==> config.mk <==
export PLATFORM = sky130hd
export DESIGN_NAME = alu_condition_flags
export DESIGN_NICKNAME = d
export VERILOG_FILES = /design/src/core/alu_flags_pkg.sv /design/src/core/alu_condition_flags.sv /design/src/core/flag_stack_mem.sv
export SDC_FILE = /design/constraint.sdc
export NUM_CORES = 1
export LEC_CHECK = 0
export ABC_AREA = 0
export BUFFER_PORTS_ARGS = -buffer_cell sky130_fd_sc_hd__clkbuf_2
export CORE_MARGIN = 1
export CORE_UTILIZATION = 45
export DETAILED_ROUTE_END_ITERATION = 7
export GPL_TIMING_DRIVEN = 0
export HOLD_SLACK_MARGIN = 0.05
export PLACE_DENSITY = 0.74
export SETUP_SLACK_MARGIN = 0.02
export SKIP_CTS_REPAIR_TIMING = 1
export SLEW_MARGIN = 10
export SYNTH_ARGS = -nofsm -noshare
export SYNTH_HDL_FRONTEND = slang
export SYNTH_SLANG_ARGS = --single-unit
==> constraint.sdc <==
create_clock -name mclk -period 4.2 [get_ports mclk]
set_input_delay 0.21 -clock mclk [delete_from_list [all_inputs] [get_ports mclk]]
set_output_delay 0.21 -clock mclk [all_outputs]
set_load 0.005 [all_outputs]
==> src/core/alu_flags_pkg.sv <==
// constants and types for the alu condition-flag block
// assumes a 32-bit apb slave port and an 8-bit datapath on one clock
package alu_flags_pkg;

  // datapath and flag widths
  localparam int DATA_W = 8;
  localparam int FLAG_W = 4;
  localparam int CNT_W = 3;

  // flag positions inside flag_status_reg
  localparam int FLAG_N = 3;
  localparam int FLAG_V = 2;
  localparam int FLAG_C = 1;
  localparam int FLAG_Z = 0;

  // register byte offsets
  localparam int APB_ADDR_W = 12;
  localparam logic [11:0] OFS_FLAGS = 12'h000;
  localparam logic [11:0] OFS_COND = 12'h004;
  localparam logic [11:0] OFS_STACK = 12'h008;
  localparam logic [11:0] OFS_RESULT = 12'h00c;

  // condition bits of the comparison register
  localparam int COND_W = 9;
  localparam int COND_ULT = 0;
  localparam int COND_ULE = 1;
  localparam int COND_EQ = 2;
  localparam int COND_UGE = 3;
  localparam int COND_UGT = 4;
  localparam int COND_SLT = 5;
  localparam int COND_SLE = 6;
  localparam int COND_SGE = 7;
  localparam int COND_SGT = 8;

  // values after reset
  localparam logic [3:0] FLAGS_RST = 4'h0;
  localparam logic [7:0] RESULT_RST = 8'h00;
  localparam logic [31:0] PRDATA_RST = 32'h0000_0000;

  // operation codes presented by the instruction decoder
  typedef enum logic [3:0] {
    OP_ADD = 4'h0,
    OP_ADC = 4'h1,
    OP_SUB = 4'h2,
    OP_SBC = 4'h3,
    OP_CMPI = 4'h4,
    OP_AND = 4'h5,
    OP_OR = 4'h6,
    OP_XOR = 4'h7,
    OP_NOT = 4'h8,
    OP_SHL = 4'h9,
    OP_SHR = 4'ha,
    OP_ROR = 4'hb
  } alu_op_t;

endpackage

==> src/core/alu_condition_flags.sv <==
// condition-flag logic of an 8-bit alu with flag save and restore stack
// assumes decoder inputs on mclk, one apb slave for flag_status_reg access
//
// Behaviour
// - sign flag copies result msb when the instruction affects it
// - add sets carry on carry out of the msb
// - subtract and compare set carry on borrow
// - shifts load carry with the last bit shifted out
// - rotate sets carry when the last bit rotated is one
// - carry clears when no carry-setting condition holds
// - overflow set when signed arithmetic result does not fit 8 bits
// - zero flag set only for an all-zero result
// - flags not affected by an instruction keep their value
// - software reads and writes all four flags through flag_status_reg
// - calls and interrupts push flags; restoring return reloads them
// - flags are produced in the same cycle as the result
// - add with carry adds carry; subtract with borrow subtracts it
// - compare immediate sets flags like subtracting the constant
// - unsigned comparisons decode from carry and zero
// - signed comparisons decode from zero, sign and overflow
// - flag register holds sign 3, overflow 2, carry 1, zero 0
// - 8-bit datapath; subtraction adds the two's complement
// - shifts move zero to seven places, rotate right zero to seven
`timescale 1ns/1ps
module alu_condition_flags
  import alu_flags_pkg::*;
#(
  parameter int STACK_DEPTH = 16
) (
  input wire logic mclk,
  input wire logic rst,
  input wire logic psel,
  input wire logic penable,
  input wire logic pwrite,
  input wire logic [APB_ADDR_W-1:0] paddr,
  input wire logic [31:0] pwdata,
  output logic [31:0] prdata,
  output logic pready,
  output logic pslverr,
  input wire logic exec_valid,
  input wire alu_op_t exec_op,
  input wire logic [DATA_W-1:0] exec_a,
  input wire logic [DATA_W-1:0] exec_b,
  input wire logic [CNT_W-1:0] exec_cnt,
  input wire logic [FLAG_W-1:0] exec_flag_en,
  input wire logic push_req,
  input wire logic pop_req,
  input wire logic restore_flags,
  output logic [DATA_W-1:0] result_r,
  output logic result_we_r,
  output logic result_valid_r,
  output logic [FLAG_W-1:0] flags_r,
  output logic [COND_W-1:0] cond_out
);

  localparam int SAW = (STACK_DEPTH > 1) ? $clog2(STACK_DEPTH) : 1;
  localparam int SCW = $clog2(STACK_DEPTH + 1);
  localparam logic [SAW-1:0] PTR_LAST = SAW'(STACK_DEPTH - 1);
  localparam logic [SCW-1:0] CNT_FULL = SCW'(STACK_DEPTH);

  // ripple-free add: returns {carry out, overflow, sum}
  function automatic logic [9:0] add8(input logic [7:0] a, input logic [7:0] b, input logic cin);
    logic [7:0] lo;
    logic [1:0] hi;
    lo = {1'b0, a[6:0]} + {1'b0, b[6:0]} + {7'h00, cin};
    hi = {1'b0, a[7]} + {1'b0, b[7]} + {1'b0, lo[7]};
    return {hi[1], hi[1] ^ lo[7], hi[0], lo[6:0]};
  endfunction

  // circular stack pointer step, usable for any depth
  function automatic logic [SAW-1:0] ptr_inc(input logic [SAW-1:0] p);
    return (p == PTR_LAST) ? '0 : SAW'(p + 1'b1);
  endfunction
  function automatic logic [SAW-1:0] ptr_dec(input logic [SAW-1:0] p);
    return (p == '0) ? PTR_LAST : SAW'(p - 1'b1);
  endfunction

  logic [7:0] res_nxt, b_eff, shl_v;
  logic carry_nxt, ovf_nxt, cin, is_sub, store_res;
  logic [FLAG_W-1:0] calc_flags, flags_nxt, top_q;
  logic [9:0] sum;
  logic [15:0] rot;
  logic [2:0] left_idx, right_idx;
  logic [SAW-1:0] sp_r, sp_nxt;
  logic [SCW-1:0] depth_r;
  logic push_take, pop_take, restore_take, exec_take;
  logic apb_setup, apb_wr, apb_hit;
  logic [31:0] rd_mux;

  // operand conditioning: subtraction inverts the subtrahend, cin forms the
  // two's complement, and subtract with borrow drops cin when carry is set
  always_comb begin
    is_sub = (exec_op == OP_SUB) || (exec_op == OP_SBC) || (exec_op == OP_CMPI);
    b_eff = is_sub ? ~exec_b : exec_b;
    unique case (exec_op)
      OP_ADC: cin = flags_r[FLAG_C];
      OP_SBC: cin = ~flags_r[FLAG_C];
      OP_SUB, OP_CMPI: cin = 1'b1;
      default: cin = 1'b0;
    endcase
    sum = add8(exec_a, b_eff, cin);
  end

  // result and carry/overflow in one combinational pass so flags land with
  // the result; no extra state is spent on flag generation
  always_comb begin
    rot = {exec_a, exec_a} >> exec_cnt;
    shl_v = exec_a << exec_cnt;
    left_idx = 3'(4'd8 - {1'b0, exec_cnt}); // wraps to 0 at cnt 0, gated below
    right_idx = exec_cnt - 3'd1;
    res_nxt = sum[7:0];
    carry_nxt = 1'b0;
    ovf_nxt = 1'b0;
    store_res = 1'b1;
    unique case (exec_op)
      OP_ADD, OP_ADC: begin
        carry_nxt = sum[9];
        ovf_nxt = sum[8];
      end
      OP_SUB, OP_SBC, OP_CMPI: begin
        carry_nxt = ~sum[9];
        ovf_nxt = sum[8];
        store_res = (exec_op != OP_CMPI);
      end
      OP_AND: res_nxt = exec_a & exec_b;
      OP_OR: res_nxt = exec_a | exec_b;
      OP_XOR: res_nxt = exec_a ^ exec_b;
      OP_NOT: res_nxt = ~exec_a;
      OP_SHL: begin
        res_nxt = shl_v;
        carry_nxt = (exec_cnt != 3'd0) && exec_a[left_idx];
      end
      OP_SHR: begin
        res_nxt = exec_a >> exec_cnt;
        carry_nxt = (exec_cnt != 3'd0) && exec_a[right_idx];
      end
      OP_ROR: begin
        res_nxt = rot[7:0];
        carry_nxt = (exec_cnt != 3'd0) && exec_a[right_idx];
      end
      default: begin
        res_nxt = exec_a;
        store_res = 1'b0;
      end
    endcase
    calc_flags[FLAG_N] = res_nxt[7];
    calc_flags[FLAG_V] = ovf_nxt;
    calc_flags[FLAG_C] = carry_nxt;
    calc_flags[FLAG_Z] = (res_nxt == 8'h00);
  end

  // stack arbitration: a pop wins over a push in the same cycle, and a pop
  // on an empty stack is dropped rather than restoring stale flags
  assign pop_take = pop_req && (depth_r != '0);
  assign push_take = push_req && !pop_req;
  assign restore_take = pop_take && restore_flags;
  assign exec_take = exec_valid && !restore_take;
  assign sp_nxt = pop_take ? ptr_dec(sp_r) : (push_take ? ptr_inc(sp_r) : sp_r);

  // apb decode; zero wait states, so the answer comes in the access phase
  assign apb_setup = psel && !penable;
  assign apb_wr = psel && penable && pwrite && (paddr == OFS_FLAGS);
  assign apb_hit = (paddr == OFS_FLAGS) || (paddr == OFS_COND) ||
                   (paddr == OFS_STACK) || (paddr == OFS_RESULT);
  assign pready = 1'b1;

  // flag next value: restore, then instruction, then software write
  always_comb begin
    flags_nxt = flags_r;
    if (restore_take) begin
      flags_nxt = top_q;
    end else if (exec_take) begin
      flags_nxt = (flags_r & ~exec_flag_en) | (calc_flags & exec_flag_en);
    end else if (apb_wr) begin
      flags_nxt = pwdata[FLAG_W-1:0];
    end
  end

  // flag register
  always_ff @(posedge mclk) begin
    if (rst) begin
      flags_r <= FLAGS_RST;
    end else begin
      flags_r <= flags_nxt;
    end
  end

  // result register, updated on the same edge as the flags
  always_ff @(posedge mclk) begin
    if (rst) begin
      result_r <= RESULT_RST;
      result_we_r <= 1'b0;
      result_valid_r <= 1'b0;
    end else begin
      result_valid_r <= exec_take;
      result_we_r <= exec_take && store_res;
      if (exec_take) begin
        result_r <= res_nxt;
      end
    end
  end

  // stack pointer and depth; a push past full wraps and overwrites the oldest
  always_ff @(posedge mclk) begin
    if (rst) begin
      sp_r <= '0;
      depth_r <= '0;
    end else begin
      sp_r <= sp_nxt;
      if (pop_take) begin
        depth_r <= SCW'(depth_r - 1'b1);
      end else if (push_take && (depth_r != CNT_FULL)) begin
        depth_r <= SCW'(depth_r + 1'b1);
      end
    end
  end

  // saved flag sets; top_q always shows the entry below the next pointer
  flag_stack_mem #(
    .DEPTH(STACK_DEPTH),
    .WIDTH(FLAG_W),
    .AW(SAW)
  ) u_stack (
    .mclk(mclk),
    .wr_en(push_take),
    .wr_addr(sp_r),
    .wr_data(flags_r),
    .rd_addr(ptr_dec(sp_nxt)),
    .rd_data(top_q)
  );

  // comparison decode straight from the flag flops
  always_comb begin
    cond_out[COND_ULT] = flags_r[FLAG_C];
    cond_out[COND_ULE] = flags_r[FLAG_C] | flags_r[FLAG_Z];
    cond_out[COND_EQ] = flags_r[FLAG_Z];
    cond_out[COND_UGE] = ~flags_r[FLAG_C];
    cond_out[COND_UGT] = ~flags_r[FLAG_C] & ~flags_r[FLAG_Z];
    cond_out[COND_SLT] = flags_r[FLAG_N] ^ flags_r[FLAG_V];
    cond_out[COND_SLE] = flags_r[FLAG_Z] | (flags_r[FLAG_N] ^ flags_r[FLAG_V]);
    cond_out[COND_SGE] = ~(flags_r[FLAG_N] ^ flags_r[FLAG_V]);
    cond_out[COND_SGT] = ~flags_r[FLAG_Z] & ~(flags_r[FLAG_N] ^ flags_r[FLAG_V]);
  end

  // read mux; upper bits read as zero
  always_comb begin
    rd_mux = 32'h0000_0000;
    unique case (paddr)
      OFS_FLAGS: rd_mux = {28'h0000000, flags_r};
      OFS_COND: rd_mux = {23'h000000, cond_out};
      OFS_STACK: rd_mux = 32'(depth_r);
      OFS_RESULT: rd_mux = {24'h000000, result_r};
      default: rd_mux = 32'h0000_0000;
    endcase
  end

  // read data and error are captured in the setup cycle, so they come from
  // flops; the captured flags are those seen at setup, not at access
  always_ff @(posedge mclk) begin
    if (rst) begin
      prdata <= PRDATA_RST;
      pslverr <= 1'b0;
    end else if (apb_setup) begin
      prdata <= pwrite ? PRDATA_RST : rd_mux;
      pslverr <= !apb_hit;
    end
  end
endmodule // alu_condition_flags

==> src/core/flag_stack_mem.sv <==
// small memory holding saved flag sets for the address stack
// assumes pointers are managed by the caller; read data is registered, write-first
`timescale 1ns/1ps
module flag_stack_mem #(
  parameter int DEPTH = 16,
  parameter int WIDTH = 4,
  parameter int AW = (DEPTH > 1) ? $clog2(DEPTH) : 1
) (
  input wire logic mclk,
  input wire logic wr_en,
  input wire logic [AW-1:0] wr_addr,
  input wire logic [WIDTH-1:0] wr_data,
  input wire logic [AW-1:0] rd_addr,
  output logic [WIDTH-1:0] rd_data
);

  logic [WIDTH-1:0] mem [DEPTH];

  // storage array; no reset so it maps onto plain ram
  always_ff @(posedge mclk) begin
    if (wr_en) begin
      mem[wr_addr] <= wr_data;
    end
  end

  // registered read; a write to the same slot is passed straight through
  always_ff @(posedge mclk) begin
    if (wr_en && (wr_addr == rd_addr)) begin
      rd_data <= wr_data;
    end else begin
      rd_data <= mem[rd_addr];
    end
  end

endmodule // flag_stack_mem

# Word level (Yosys, flattened, before mapping)
# Memories as Yosys holds them, arrays and structs flattened. A register that Yosys moved wholly into a read port is not among the register bits.
# Index checks and enable logic that the tools add are counted.
# classes
n_shift	3
magnitude_cmp	2
addsub	11
reduce_logical	36
n_bitwise	19
n_eq_ne	17
n_mux	24
# op_table
op	n
$pmux W8 S8	1
$pmux W9 S4	1
$mux W32	1
$mux W4	8
$eq A12 B4 Y1 const B	2
$eq A4 B4 Y1 const B	5
$eq A4 B3 Y1 const B	4
$not A8 Y8	2
$shr A16 B3 Y8	1
$eq A12 B3 Y1 const B	1
$logic_and A1 B1 Y1	12
$logic_not A12 Y1	1
$logic_not A4 Y1	3
$mux W5	2
$reduce_or A9 Y1	1
$add A7 B7 Y8	1
$add A8 B1 Y8	1
$and A4 B4 Y4	2
$and A8 B8 Y8	1
$eq A4 B2 Y1 const B	2
$logic_not A8 Y1	1
$lt A3 B4 Y1 const B	2
$mux W8	1
$or A8 B8 Y8	1
other kinds (33)	55
# word_totals
out_inout_bits	57
ram_bits	64
input_bits	80
n_memories	1
register_bits	56
# memory_table
name	depth	word_bits	rd	rd_clocked_by_memory_dff	write_ports	line_no	source
u_stack.mem	16	4	1	1	1	flag_stack_mem.sv:17	logic [WIDTH-1:0] mem [DEPTH];

# Longest topological paths before layout
# logic_depth
ltp_word	13
mapped_depth	20
ltp_nobuf	19

# By module
# Synthesis repeated with hierarchy kept, for this count alone.
# hier_totals
cells_unflattened	680
area_unflattened_um2	6791.5
# by_module_without_submodules
mod	area_per_inst_um2	cells_each	n_inst
alu_condition_flags	4125.2	550	1
flag_stack_mem	2666.3	130	1

# Worst setup path after synthesis
# Ideal clock, no wire load.
# synth_path
path_type	input-to-reg
from	input port exec_op[1]
to	register with a tool-made name
n_path_buf	2
stages	18
required_time_ns	4.084
slack_ns	-0.052
t_arrival_ns	4.136
cell_sequence	buf_2 -> clkbuf_1 -> mux2i_1 -> nor2_2 -> xnor2_1 -> fa_1 -> a211oi_1 -> o21bai_1 -> a21oi_1 -> o21bai_1 -> a21oi_1 -> fa_1 -> mux4_2 -> a21oi_1 -> o21ai_0 -> o21ai_0 -> nor4_1 -> a31o_2
# synth_lines
item	line_no	source
from (decl)	alu_condition_flags.sv:41	input wire alu_op_t exec_op,

==> Flow_metrics.wiki <==
{| class="wikitable"
! Metric !! Value
|-
| Run status || completed
|-
| Reg2reg setup slack || 0.23 ns
|-
| TritonCTS buffer count || 9
|-
| Die height || 125.7 um
|-
| Pin count of the biggest net entering global routing || 24
|-
| CP startpoint kind || input pin
|-
| Drt pass-1 iters || 5
|-
| Clock tree from TritonCTS || built
|-
| Longest Clk Path Bufs || 2
|-
| Crit path DAT || 4.28 ns
|-
| First-iteration detailed-routing DRC count || 629
|-
| Max-cap check violation count || 0
|-
| Total Die Area || 15800 um2
|-
| Diodes inserted || 0
|-
| Crit path launch || exec_op[0]
|-
| Synthesis warning total || 0
|-
| Post-route clock skew || 0.009521 ns
|-
| Tmin final || 3.982 ns
|-
| Number of levels the H-tree was split into || 3
|-
| Crit path kind || input pin to register
|-
| Peak supply drop || 0.2640 mV
|-
| Finished Layout Cells || 988
|-
| Root Driver || sky130_fd_sc_hd__clkbuf_16
|-
| Slew headroom || 43.64%
|-
| Post-CTS clock slew at the launch and capture registers of the worst setup and hold paths || 0.07 ns
|-
| Sequence of cells on the critical path || clkbuf_2 > nor2b_1 > clkbuf_1 > nand2_1 > a21oi_1 > a21oi_1 > nor2_1 > fa_1 > a211oi_2 > o21bai_1 > a21oi_2 > o21bai_1 > a21oi_2 > fa_1 > nor2_1 > a311oi_1 > o211ai_1 > o21ai_2 > o21ai_0 > nor4_1 > a31o_2
|-
| Final Net Count || 917
|-
| Synth unique cells || 82
|-
| Power Dens Cells || 468.7 nW/um2
|-
| # DRC || 0
|-
| Asr flop ratio synth || 0%
|-
| Routed Wire Length || 18310 um
|-
| Post-layout power || 3.766 mW
|-
| Top cells by area, synth || sky130_fd_sc_hd__edfxtp_1 28%, sky130_fd_sc_hd__mux4_2 12%, sky130_fd_sc_hd__dfxtp_1 11%, sky130_fd_sc_hd__ha_1 6.2%, sky130_fd_sc_hd__nor2_1 3.7%
|-
| Final period util || 94.81%
|-
| Worst reg-to-reg path cell count || 18
|-
| Count of antenna-violating nets left after detailed routing || 0
|-
| Core area || 14750 um2
|-
| Leakage power || 3.245 nW
|-
| Number of flops mapped to enable cells by yosys || 64
|-
| Critical Path End Type || register
|-
| Slew at the pin closest to its max-slew limit || 0.8443 ns
|-
| Effective utilization at floorplan || 46.67%
|-
| Synth Instances || 676
|-
| Vias per cell || 5.859
|-
| Syn Area/Cell || 10.19 um2
|-
| DP Cell Count || 963
|-
| Leading register cell type out of synthesis || sky130_fd_sc_hd__edfxtp_1
|-
| Clock insertion delay at the later pin of the skew report || 0.35 ns
|-
| Path type of the worst min-delay path || input pin to register
|-
| Placed wire-length estimate || 13500 um
|-
| Cell type of the slowest stage on the worst timing path || sky130_fd_sc_hd__fa_1
|-
| Number of global-route vias before repair || 5224
|-
| Growth of design area from synthesis to finish || 16.70%
|-
| Via Count || 5789
|-
| Largest stage delay on the critical path || 0.53 ns
|-
| Number of buffers and inverters on the critical path || 2
|-
| Last weighted congestion value of the routability-driven placer || 0.9641
|-
| Total negative setup slack || 0 ns
|-
| Initial antenna violation count || 0
|-
| Dominant cell type by area after synthesis || sky130_fd_sc_hd__edfxtp_1
|-
| Levels on crit path || 21
|-
| Total Routing Usage GR || 23.35%
|-
| Most common cell after layout, fill and taps aside || sky130_fd_sc_hd__clkbuf_2
|-
| Crit path required time || 4.49 ns
|-
| Share of the synthesized area in the top cell type || 27.91%
|-
| Die span in x || 125.7 um
|-
| Min setup slack post-route || 0.2180 ns
|-
| RSZ-0062 raised after global routing || false
|-
| Average detailed-routed wire length per instance || 18.53 um
|-
| Placement-stage worst setup slack || -0.8925 ns
|-
| Setup-failing EPs final || 0
|-
| Critical Path Fanout Max || 9
|-
| Max Fclk || 251.1 MHz
|-
| Leading cell types in the layout, fill and taps excluded || 82 x sky130_fd_sc_hd__clkbuf_2, 67 x sky130_fd_sc_hd__nor2_1, 64 x sky130_fd_sc_hd__edfxtp_1
|-
| Max Transition Viols Final || 0
|-
| Final hold violation count || 0
|-
| Port bufs || 81
|-
| Netlist Area Pre-Place || 6885 um2
|-
| Residual overflow from global routing || 0
|-
| Number of sinks handled by clock tree synthesis || 101
|-
| Crit path max-delay family || compound AO/OA/AOI/OAI gates
|-
| Number of placement rows || 44
|-
| Ports placed on the boundary || 137
|-
| Share of post-route cells with drive strength above 1 || 27.11%
|-
| Global-route wire length before repair || 28380 um
|-
| Total of flip-flops plus latches after synthesis || 101
|-
| Sequential fraction of the synthesis area || 38.67%
|}
-- power breakdown --
part	switching (mW)	internal, mW
clock	0.399	0.421
sequential	0.141	1.20
combinational	0.868	0.741
-- synth_stat cells, drive strengths merged, types with 5 or more instances --
cell type	count
a31oi	8
a21oi	45
nor2b	9
o211ai	7
dfxtp	37
a211o	5
nand2b	11
o21ai	34
xnor2	9
nor3	14
edfxtp	64
o21a	5
nand2	53
nor2	69
a211oi	9
ha	34
clkbuf	27
mux2	7
buf	39
mux4	38
nand3	19
inv	42
mux2i	12
-- final cells by class --
cell class                 instances  area (um2)
tap                              184       230.2
timing repair buffer              92       488.0
clock inverter                     7       72.57
sequential                       101        2666
buffer                            64       389.1
inverter                          43       165.2
clock buffer                       9       225.2
multi-input combinational        488        3799
fill                            1322        6719
-- cell families after synthesis --
logic type	after synthesis	share of synthesized area, %
compound gates	153	15.01
mux	57	15.37
buf+inv	109	7.959
xor+xnor	13	1.654
simple gates	203	13.88
fa+ha+maj	38	7.342
flops	101	38.67
other cells	2	0.1091
-- layer usage --
layer	track usage (%)	vias to the layer above	wire length, um	share of wire (%)
li1	-	2700	-	-
met1	33.14	2777	8146	44
met2	36.05	285	8293	45
met3	4.121	27	1466	8.0
met4	8.034	0	403	2.2
met5	0	-	0	0
-- state kept, by name (all words and copies together), names as in the netlist, named ones only --
name,cells
depth_r,5
result_valid_r,1
sp_r,4
result_r,8
prdata,9
result_we_r,1
u_stack.mem,64
pslverr,1
-- worst min path at each step --
stage	cells past startpoint	from	slack, ns	end
2_1_floorplan	1	rst	0.29	result_valid_r
3_3_place_gp	2	prdata[6]	0.44	prdata[6]
3_5_place_dp	2	prdata[6]	0.45	prdata[6]
4_1_cts	2	rst	0.16	result_valid_r
5_1_grt	2	rst	0.18	result_valid_r
6_report	2	rst	0.16	result_valid_r
-- stage by stage --
stage	hold WS [ns]	cell area (um2)	utilization [%]
floorplan	0.2899	6973	-
global placement	0.4412	7609	51.57
detailed placement	0.4451	7609	51.57
CTS	0.1614	7906	53.59
global route	0.1800	8035	54.46
finish	0.1571	8035	54.46
Power figures use the tool's default switching activity.
